## src/design/cnm_pkg.sv

```systemverilog
// Package for the channel tuner: widths, reset values, selector codes and counts.
// Assumes a single 250 MHz clock domain; shared by the tuner and the bench.
package cnm_pkg;
	localparam int CNM_FREQ_W = 32; // Tuning word width
	localparam int CNM_PHASE_W = 20; // Accumulated phase width
	localparam int CNM_POFF_W = 16; // Phase offset width
	localparam int CNM_LUT_W = 18; // Phase bits used for sine and cosine
	localparam int CNM_AMP_W = 17; // Sine and cosine amplitude width
	localparam int CNM_IN_W = 14; // Input sample width
	localparam int CNM_OUT_W = 24; // Mixer product width kept
	localparam int CNM_HOLD_W = 16; // Hold-off counter width
	localparam int CNM_FIFO_DEPTH = 8; // Sample FIFO depth
	localparam int CNM_DITH_PH_BITS = 4; // Phase dither bits
	localparam int CNM_DITH_AMP_BITS = 2; // Amplitude dither bits
	localparam logic [31:0] CNM_FREQ_RST = 32'h0000_0000; // Tuning word after reset
	localparam logic [15:0] CNM_HOLD_RST = 16'h0001; // Hold-off after reset
	localparam logic [15:0] CNM_POFF_RST = 16'h0000; // Phase offset after reset
	localparam logic [22:0] CNM_LFSR_SEED = 23'h00_0001; // Dither generator seed
	localparam logic [3:0] CNM_SEL_CONV = 4'h2; // Selector: converter input
	localparam logic [3:0] CNM_SEL_PRN = 4'h4; // Selector: pseudo-random source
	localparam int CNM_PIPE_LAT = 3; // Sample to product latency in cycles
endpackage

```

## src/design/cnm_fifo.sv

```systemverilog
// Small synchronous FIFO with valid/ready on both sides and registered read data.
// Assumes one clock and a synchronous active-low reset.
`timescale 1ns/1ns
module cnm_fifo #(
	parameter int WIDTH = 8,
	parameter int DEPTH = 8
) (
	input wire logic clk_i,
	input wire logic rst_n_i,
	input wire logic [WIDTH-1:0] wr_data_i,
	input wire logic wr_valid_i,
	output logic wr_ready_o,
	output logic [WIDTH-1:0] rd_data_o,
	output logic rd_valid_o,
	input wire logic rd_ready_i
);
	localparam int AW = $clog2(DEPTH);
	logic [WIDTH-1:0] mem_ff [DEPTH]; // Storage
	logic [AW:0] wptr_ff; // Write pointer with wrap bit
	logic [AW:0] rptr_ff; // Read pointer with wrap bit
	logic full_w; // Honest full
	logic empty_w; // Memory holds nothing beyond output register
	logic pop_w; // Move a word into the output register
	logic push_w; // Accept a word

	assign full_w = (wptr_ff[AW] != rptr_ff[AW]) && (wptr_ff[AW-1:0] == rptr_ff[AW-1:0]);
	assign empty_w = (wptr_ff == rptr_ff);
	assign push_w = wr_valid_i && !full_w;
	assign pop_w = !empty_w && (!rd_valid_o || rd_ready_i);
	assign wr_ready_o = !full_w;

	// Write side
	always_ff @(posedge clk_i) begin
		if (!rst_n_i) begin
			wptr_ff <= '0;
		end else if (push_w) begin
			mem_ff[wptr_ff[AW-1:0]] <= wr_data_i;
			wptr_ff <= wptr_ff + 1'b1;
		end
	end

	// Read side; data leaves from a register so the drain sees no memory path
	always_ff @(posedge clk_i) begin
		if (!rst_n_i) begin
			rptr_ff <= '0;
			rd_valid_o <= 1'b0;
			rd_data_o <= '0;
		end else if (pop_w) begin
			rd_data_o <= mem_ff[rptr_ff[AW-1:0]];
			rd_valid_o <= 1'b1;
			rptr_ff <= rptr_ff + 1'b1;
		end else if (rd_ready_i) begin
			rd_valid_o <= 1'b0;
		end
	end

	chk_fifo_no_overrun: assert property (@(posedge clk_i) disable iff (!rst_n_i)
		full_w |-> !push_w) else $error("fifo written while full");
endmodule

```

## src/design/cnm_tuner.sv

```systemverilog
// Per-channel tuner: oscillator, real mixer and output FIFO in one clock domain.
// Assumes the register port gives write strobes on this clock and the crossbar
// delivers samples with a valid flag on this clock; sync and sleep-exit are pulses.
`timescale 1ns/1ns
module cnm_tuner
	import cnm_pkg::*;
(
	input wire logic clk_i,
	input wire logic rst_n_i,
	input wire logic [cnm_pkg::CNM_FREQ_W-1:0] carrier_tuning_word_i,
	input wire logic freq_wr_i,
	input wire logic [cnm_pkg::CNM_HOLD_W-1:0] holdoff_i,
	input wire logic holdoff_wr_i,
	input wire logic [cnm_pkg::CNM_POFF_W-1:0] phase_offset_i,
	input wire logic phase_offset_wr_i,
	input wire logic bypass_i,
	input wire logic clear_acc_i,
	input wire logic phase_dither_i,
	input wire logic amp_dither_i,
	input wire logic hop_sync_i,
	input wire logic sleep_exit_i,
	input wire logic [3:0] src_sel_i,
	input wire logic [cnm_pkg::CNM_IN_W-1:0] conv_data_i,
	input wire logic [cnm_pkg::CNM_IN_W-1:0] prn_data_i,
	input wire logic in_valid_i,
	output logic in_ready_o,
	output logic [cnm_pkg::CNM_FREQ_W-1:0] active_word_o,
	output logic [cnm_pkg::CNM_HOLD_W-1:0] holdoff_count_o,
	output logic [2*cnm_pkg::CNM_OUT_W-1:0] iq_data_o,
	output logic iq_valid_o,
	input wire logic iq_ready_i
);
	import cnm_pkg::*;

	localparam int PW = CNM_PHASE_W;
	localparam int AW = CNM_AMP_W;
	localparam int OW = CNM_OUT_W;

	// Registers seen by software
	logic [CNM_FREQ_W-1:0] tuning_frequency_word_ff; // Shadow tuning word
	logic [CNM_FREQ_W-1:0] active_word_ff; // Word driving the accumulator
	logic [CNM_HOLD_W-1:0] frequency_holdoff_count_ff; // Programmed hold-off
	logic [CNM_POFF_W-1:0] phase_offset_word_ff; // Programmed phase offset
	logic [CNM_HOLD_W-1:0] hold_cnt_ff; // Running hold-off down-counter
	logic hold_run_ff; // Counter armed
	logic [CNM_FREQ_W-1:0] acc_ff; // Phase accumulator
	logic [22:0] lfsr_ff; // Dither source
	logic load_now_w; // Transfer shadow to active this cycle
	logic [CNM_FREQ_W-1:0] nxt_acc; // Next accumulator value
	// Input acceptance is counted against the FIFO room. The pipeline never
	// stalls, so latency is the same in every mode and no sample is dropped.
	logic take_w; // Sample accepted at this edge
	logic drain_w; // Pair leaves through the drain port at this edge
	logic [3:0] occ_ff; // Pairs in flight or stored, up to the FIFO depth
	logic [3:0] nxt_occ; // Occupancy after this edge
	// Full-width products; a 24-bit product would overflow before scaling
	logic signed [CNM_IN_W+AW-1:0] prod_i_w; // Sample times cosine
	logic signed [CNM_IN_W+AW-1:0] prod_q_w; // Sample times sine
	logic [PW-1:0] phase_w; // Accumulated phase word
	logic [PW-1:0] phase_off_w; // Phase after offset
	logic [CNM_LUT_W-1:0] lut_phase_w; // Phase bits for lookup
	logic signed [AW-1:0] cos_w; // Cosine amplitude
	logic signed [AW-1:0] sin_w; // Sine amplitude
	logic signed [AW-1:0] cos_ff; // Registered cosine
	logic signed [AW-1:0] sin_ff; // Registered sine
	logic signed [CNM_IN_W-1:0] samp_w; // Selected sample
	logic signed [CNM_IN_W-1:0] samp_ff; // Registered sample
	logic v1_ff; // Stage 1 valid
	logic signed [OW-1:0] i_ff; // In-phase product
	logic signed [OW-1:0] q_ff; // Quadrature product
	logic v2_ff; // Stage 2 valid
	logic fifo_ready_w; // FIFO can take a pair

	// Handshakes seen by both sides at the same edge
	assign take_w = in_valid_i && in_ready_o;
	assign drain_w = iq_valid_o && iq_ready_i;

	// Occupancy: counts a pair from acceptance until it is drained
	always_comb begin
		nxt_occ = occ_ff;
		if (take_w && !drain_w) begin
			nxt_occ = occ_ff + 4'h1;
		end else if (drain_w && !take_w) begin
			// One pair out, none in
			nxt_occ = occ_ff - 4'h1;
		end
	end

	// Occupancy register; the registered ready is derived from its next value
	always_ff @(posedge clk_i) begin
		if (!rst_n_i) begin
			occ_ff <= '0;
		end else begin
			occ_ff <= nxt_occ;
		end
	end

	// Software writes; tuning word only touches the shadow copy
	always_ff @(posedge clk_i) begin
		if (!rst_n_i) begin
			tuning_frequency_word_ff <= CNM_FREQ_RST;
			frequency_holdoff_count_ff <= CNM_HOLD_RST;
			phase_offset_word_ff <= CNM_POFF_RST;
		end else begin
			if (freq_wr_i) begin
				tuning_frequency_word_ff <= carrier_tuning_word_i;
			end
			if (holdoff_wr_i) begin
				frequency_holdoff_count_ff <= holdoff_i;
			end
			if (phase_offset_wr_i) begin
				phase_offset_word_ff <= phase_offset_i;
			end
		end
	end

	// A hold-off of one transfers on the sync edge itself; zero also means now
	assign load_now_w = ((hop_sync_i || sleep_exit_i) && frequency_holdoff_count_ff <= 16'h0001)
		|| (hold_run_ff && hold_cnt_ff == 16'h0002);

	// Hold-off down-counter, loaded on a sync, transfers as it steps from two to one
	always_ff @(posedge clk_i) begin
		if (!rst_n_i) begin
			hold_cnt_ff <= '0;
			hold_run_ff <= 1'b0;
		end else if (hop_sync_i || sleep_exit_i) begin
			hold_cnt_ff <= frequency_holdoff_count_ff;
			hold_run_ff <= (frequency_holdoff_count_ff > 16'h0001);
		end else if (hold_run_ff) begin
			hold_cnt_ff <= hold_cnt_ff - 16'h0001;
			hold_run_ff <= (hold_cnt_ff > 16'h0002);
		end
	end

	// Active tuning word changes only at the hold-off transfer, on the sync edge or counted out
	always_ff @(posedge clk_i) begin
		if (!rst_n_i) begin
			active_word_ff <= CNM_FREQ_RST;
		end else if (load_now_w) begin
			active_word_ff <= tuning_frequency_word_ff;
		end
	end

	// Pseudo-random generator for both dither kinds
	always_ff @(posedge clk_i) begin
		if (!rst_n_i) begin
			lfsr_ff <= CNM_LFSR_SEED;
		end else begin
			lfsr_ff <= {lfsr_ff[21:0], lfsr_ff[22] ^ lfsr_ff[17]};
		end
	end

	// Accumulator next value: wraps modulo 2^32, so the word acts as a signed turn fraction
	always_comb begin
		nxt_acc = acc_ff + active_word_ff;
		if (phase_dither_i) begin
			nxt_acc = nxt_acc + {{(CNM_FREQ_W-CNM_DITH_PH_BITS){1'b0}},
				lfsr_ff[CNM_DITH_PH_BITS-1:0]};
		end
	end

	// Phase accumulator; runs each clock, cleared on the transfer when asked
	always_ff @(posedge clk_i) begin
		if (!rst_n_i) begin
			acc_ff <= '0;
		end else if (load_now_w && clear_acc_i) begin
			acc_ff <= '0;
		end else begin
			acc_ff <= nxt_acc;
		end
	end

	// Offset is added after the accumulator, so clearing never disturbs it
	assign phase_w = acc_ff[CNM_FREQ_W-1 -: PW];
	assign phase_off_w = phase_w + {phase_offset_word_ff, {(PW-CNM_POFF_W){1'b0}}};
	assign lut_phase_w = phase_off_w[PW-1 -: CNM_LUT_W];

	// Sine and cosine from the top phase bits; half-wave parabola approximation
	// trades spur level for area, no table memory is needed
	function automatic logic signed [AW-1:0] cnm_sine(input logic [CNM_LUT_W-1:0] ph);
		logic [CNM_LUT_W-2:0] x;
		logic [CNM_LUT_W-2:0] xm;
		logic [2*(CNM_LUT_W-1)-1:0] prod;
		logic [AW-2:0] mag;
		// Position inside the half turn; the top bit picks the sign
		x = ph[CNM_LUT_W-2:0];
		xm = ~x;
		prod = x * xm;
		mag = prod[2*(CNM_LUT_W-1)-3 -: (AW-1)];
		// Peak is clipped so that amplitude dither can never wrap the sign
		if (mag > 16'hfffc) begin
			mag = 16'hfffc;
		end
		cnm_sine = ph[CNM_LUT_W-1] ? -$signed({1'b0, mag}) : $signed({1'b0, mag});
	endfunction

	// Cosine leads sine by a quarter turn
	always_comb begin
		sin_w = cnm_sine(lut_phase_w);
		cos_w = cnm_sine(lut_phase_w + 18'h1_0000);
	end

	// Stage 1: register oscillator and selected sample
	always_comb begin
		case (src_sel_i)
			CNM_SEL_PRN: samp_w = prn_data_i;
			default: samp_w = conv_data_i;
		endcase
	end

	always_ff @(posedge clk_i) begin
		if (!rst_n_i) begin
			cos_ff <= '0;
			sin_ff <= '0;
			samp_ff <= '0;
			v1_ff <= 1'b0;
		end else begin
			cos_ff <= amp_dither_i ? cos_w + $signed({15'h0000, lfsr_ff[21:20]}) : cos_w;
			sin_ff <= amp_dither_i ? sin_w + $signed({15'h0000, lfsr_ff[19:18]}) : sin_w;
			samp_ff <= samp_w;
			v1_ff <= take_w;
		end
	end

	// The two multipliers, kept at full width
	assign prod_i_w = samp_ff * cos_ff;
	assign prod_q_w = samp_ff * sin_ff;

	// Stage 2: two multipliers, or a plain pass on bypass with the same latency
	always_ff @(posedge clk_i) begin
		if (!rst_n_i) begin
			i_ff <= '0;
			q_ff <= '0;
			v2_ff <= 1'b0;
		end else begin
			v2_ff <= v1_ff;
			if (bypass_i) begin
				i_ff <= {samp_ff, {(OW-CNM_IN_W){1'b0}}};
				q_ff <= '0;
			end else begin
				// Scaling drops the amplitude fraction bits
				i_ff <= OW'(prod_i_w >>> (AW-1));
				q_ff <= OW'(-(prod_q_w >>> (AW-1)));
			end
		end
	end

	// Output FIFO; its ready is only checked, the occupancy count gates the input
	cnm_fifo #(
		.WIDTH(2*OW),
		.DEPTH(CNM_FIFO_DEPTH)
	) u_fifo (
		.clk_i(clk_i),
		.rst_n_i(rst_n_i),
		.wr_data_i({i_ff, q_ff}),
		.wr_valid_i(v2_ff),
		.wr_ready_o(fifo_ready_w),
		.rd_data_o(iq_data_o),
		.rd_valid_o(iq_valid_o),
		.rd_ready_i(iq_ready_i)
	);

	// Status outputs from flip-flops
	always_ff @(posedge clk_i) begin
		if (!rst_n_i) begin
			in_ready_o <= 1'b0;
			active_word_o <= '0;
			holdoff_count_o <= '0;
		end else begin
			// Ready only while a further pair is sure to find room
			in_ready_o <= (nxt_occ < 4'(CNM_FIFO_DEPTH));
			active_word_o <= active_word_ff;
			holdoff_count_o <= hold_cnt_ff;
		end
	end

	chk_shadow_holds_active: assert property (@(posedge clk_i) disable iff (!rst_n_i)
		(freq_wr_i && !load_now_w) |=> $stable(active_word_ff))
		else $error("tuning write reached active word early");
	chk_holdoff_one_now: assert property (@(posedge clk_i) disable iff (!rst_n_i)
		(hop_sync_i && frequency_holdoff_count_ff == 16'h0001)
		|=> active_word_ff == $past(tuning_frequency_word_ff))
		else $error("hold-off one did not update at once");
	chk_holdoff_three_delay: assert property (@(posedge clk_i) disable iff (!rst_n_i)
		(hop_sync_i && frequency_holdoff_count_ff == 16'h0003 && !freq_wr_i)
		##1 (!hop_sync_i && !sleep_exit_i && !freq_wr_i)[*2]
		|=> active_word_ff == $past(tuning_frequency_word_ff, 3))
		else $error("hold-off count not honoured");
	chk_acc_step_word: assert property (@(posedge clk_i) disable iff (!rst_n_i)
		(!load_now_w && !phase_dither_i) |=> acc_ff == $past(acc_ff) + $past(active_word_ff))
		else $error("accumulator did not step by tuning word");
	chk_clear_on_hop: assert property (@(posedge clk_i) disable iff (!rst_n_i)
		(load_now_w && clear_acc_i) |=> acc_ff == 32'h0000_0000)
		else $error("accumulator not cleared on hop");
	chk_continuous_hop: assert property (@(posedge clk_i) disable iff (!rst_n_i)
		(load_now_w && !clear_acc_i && !phase_dither_i)
		|=> acc_ff == $past(acc_ff) + $past(active_word_ff))
		else $error("hop broke phase continuity");
	chk_offset_added: assert property (@(posedge clk_i) disable iff (!rst_n_i)
		phase_off_w == PW'(acc_ff[31:12] + {phase_offset_word_ff, 4'h0}))
		else $error("phase offset not applied");
	chk_bypass_pass: assert property (@(posedge clk_i) disable iff (!rst_n_i)
		bypass_i |=> (i_ff[OW-1 -: CNM_IN_W] == $past(samp_ff) && q_ff == '0))
		else $error("bypass altered the sample");
	chk_pipe_latency: assert property (@(posedge clk_i) disable iff (!rst_n_i)
		take_w |-> ##4 iq_valid_o)
		else $error("sample lost in pipeline");
	chk_mix_product: assert property (@(posedge clk_i) disable iff (!rst_n_i)
		!bypass_i |=> i_ff == OW'(($signed({{AW{$past(samp_ff[CNM_IN_W-1])}}, $past(samp_ff)})
		* $past(cos_ff)) >>> (AW-1)))
		else $error("in-phase product wrong");
	chk_fifo_room: assert property (@(posedge clk_i) disable iff (!rst_n_i)
		v2_ff |-> fifo_ready_w)
		else $error("pair offered to a full fifo");
endmodule

```

## config.mk

```make
export PLATFORM = sky130hd
export DESIGN_NAME = cnm_tuner
export DESIGN_NICKNAME = d
export VERILOG_FILES = /design/src/design/cnm_pkg.sv /design/src/design/cnm_fifo.sv /design/src/design/cnm_tuner.sv
export SDC_FILE = /design/constraint.sdc
export NUM_CORES = 2
export LEC_CHECK = 0
export CORE_AREA = 2 2 321 323
export CTS_CLUSTER_DIAMETER = 100
export DETAILED_ROUTE_END_ITERATION = 8
export DIE_AREA = 0 0 323 325
export DONT_BUFFER_PORTS = 1
export PLACE_DENSITY = 0.74
export SYNTH_ARGS = -nofsm -noshare
export SYNTH_HDL_FRONTEND = slang
export SYNTH_SLANG_ARGS = --single-unit
```

## constraint.sdc

```tcl
create_clock -name clk_i -period 12 [get_ports clk_i]
set_input_delay 1.2 -clock clk_i [delete_from_list [all_inputs] [get_ports clk_i]]
set_output_delay 1.2 -clock clk_i [all_outputs]
set_load 0.02 [all_outputs]
```

==> out/results.ini <==
[clocking]
cts_buffers=78
clock_sinks=760
cts_root_buf=clkbuf_16
cts_buffer_depth=3
cts_tree=built
clk_latency_ps=670
htreeDepth=3
path_clk_slew_ps=60

[place]
pre_cts_slack_ps=500
dp_hpwl_um=103000
io_buffers=0
globalplace.congestion=0.932

[floorplanning]
die_w_um=323
num_rows=117
die-area_um2=105000
start_util_pct=59.8
die_h_um=325
num_io_pins=207
core_area_um2=101000

[setup_path]
max_stage_delay_ps=590
worst_path_most_repeated_cell=fa_1
arrival_ps=11790
critical_path_peak_fanout=11
cp-end-kind=flop
cpMaxStageDelayCell=or4_1
crit_required_ps=12500
cp-start-kind=flop
critPathKind=flop to flop

[final_layout]
diodes=0
drive_above_1_share_pct=6.88
num-nets-final=6861
nFillCells=7943
syn_to_final_growth_pct=6.79

[yosys]
synth_top_area_share_pct=24.9
ys_ff_latch=760
yosysWarnings=0
synth_top_area_cell=fa_1
synthMostInstantiatedCell=inv_1
synthTopCellsByCount=inv_1, fa_1, nand2_1
async_reset_ff_share_pct=0
syn_inst=5726
synth_area_leaders=fa_1, edfxtp_1, dfxtp_1, ha_1, inv_1
synth_edf_count=384
syn_area_um2=60600
synth_cell_types=104
syn_nets=6965
synth_seq_area_share_pct=31.4
syn_avg_cell_area_um2=10.6
synthFlopType=edfxtp_1

[sta]
whs_ps=413
hold_viol_final=0
rsz0062_at_grt=false
finalCritPeriodShare_pct=94.1
max-slew-margin-rel_pct=24.3
layout_setup_ws_ps=708
slew_viol_final=0
tightest_slew_ps=1130
tns_ps=0
fin_crit_ps=11290
fmax_ghz=0.0886
finalSetupViolCount=0
clock_skew_ps=29.9

[drt]
firstDrtPassIters=6
ant_nets=0
viasPerCell=5.74
drt_iter0_markers=2878
wl_um=142000
dr_total_vias=40487
drc=0
drt-wirelength-per-cell_um=20.1

[global_routing]
antenna_found_initial=2
overflow=0
grt_pass1_vias=42219
grt_pass1_wl_um=230000
track_usage_pct=27.9
grt_max_degree=88

[hold_path]
hp-class=flop to flop

[status]
status=finished clean

[run]
cap_violations=0

==> layout make-up <==
type	count	area (µm²)	area share, %
clock buffer	112	2280	3.53
multi-input combinational	3821	37400	57.7
tap	1368	1710	2.64
clock inverter	32	389	0.601
inverter	889	3350	5.17
sequential	760	19100	29.5
timing repair buffer	72	544	0.841
==> repair_timing <==
item | in CTS | in global routing
hold buffers | 0 | 0
resized for setup | 0 | 10
setup buffers | 0 | 8
endpoints found under the hold margin | 0 | 0
endpoints found under the setup margin | 0 | 15
==> flip-flops by register name, indices dropped and copies added (netlist names), 24 cells and up <==
name                      cells
acc_ff                       32
tuning_frequency_word_ff     32
u_fifo.mem_ff               384
active_word_o                32
active_word_ff               32
u_fifo.rd_data_o             48
i_ff                         24
q_ff                         24
==> placed cells by master, fill, tap and decap left out, drive strengths merged, types with 21 or more instances in the layout <==
master    n
nor2    373
clkinv   24
a211oi   79
xnor2   140
and2    293
dfxtp   376
nand2b   78
xor2     69
mux2i   124
nor3     71
or3      26
o21a     21
and3     30
nand2   594
a21o     56
a21oi   181
ha      375
nand3    49
o21ai    75
mux4     96
fa      755
nand4    32
edfxtp  384
a31oi    24
buf      72
clkbuf  112
inv     890
nor4     28
==> per-stage QoR <==
step	utilization [%]	cell area [µm²]	cells
2_1_floorplan	-	60600	5726
3_3_place_gp	61.2	62000	6902
3_5_place_dp	61.2	62000	6902
4_1_cts	63.8	64600	7046
5_1_grt	63.9	64700	7054
6_report	63.9	64700	7054
==> worst max-delay path: cells and delay by family, from the launching register on <==
family	cells	cell delay, ps
AO/OA/AOI/OAI	11	1920
XOR/XNOR	2	660
adder cells (fa/ha/maj)	10	4200
buffers and inverters	7	590
flip-flops	1	340
multiplexers	1	300
AND/OR/NAND/NOR	14	3080
==> cell families (layout without fill, tap and decap cells) <==
group	after synthesis	after routing	share of synthesized area, %
compound gates	596	596	6.74
xor+xnor	210	210	3.12
fa+ha+maj	1130	1130	32.7
buf+inv	1145	1105	7.11
flops	760	760	31.4
mux	225	225	5.71
other cells	1	1	0.00619
simple gates	1659	1659	13.2
==> metal layers <==
layer / vias up / part of all wire [%] / track usage (%) / wire length [µm]
met5: - / 0 / 0 / 0
met4: 0 / 3.0 / 8.45 / 4230
met3: 231 / 6.9 / 3.92 / 9750
met2: 1390 / 48 / 46.1 / 68600
met1: 20400 / 42 / 38.4 / 59500
li1: 18466 / - / - / -
==> worst paths after layout <==
path / from / endpoint / slack [ps] / depth (start not counted)
worst min-delay path: lfsr_ff[12] / lfsr_ff[13] / 410 / 1
worst max register to register: phase_offset_word_ff[0] / sin_ff[14] / 710 / 45
worst min register to register: lfsr_ff[12] / lfsr_ff[13] / 410 / 1
worst max-delay path: phase_offset_word_ff[0] / sin_ff[14] / 710 / 45
Power is left out: the tool's default activity adds up to more than one toggle a clock period on the data nets, which glitch-free logic cannot reach.
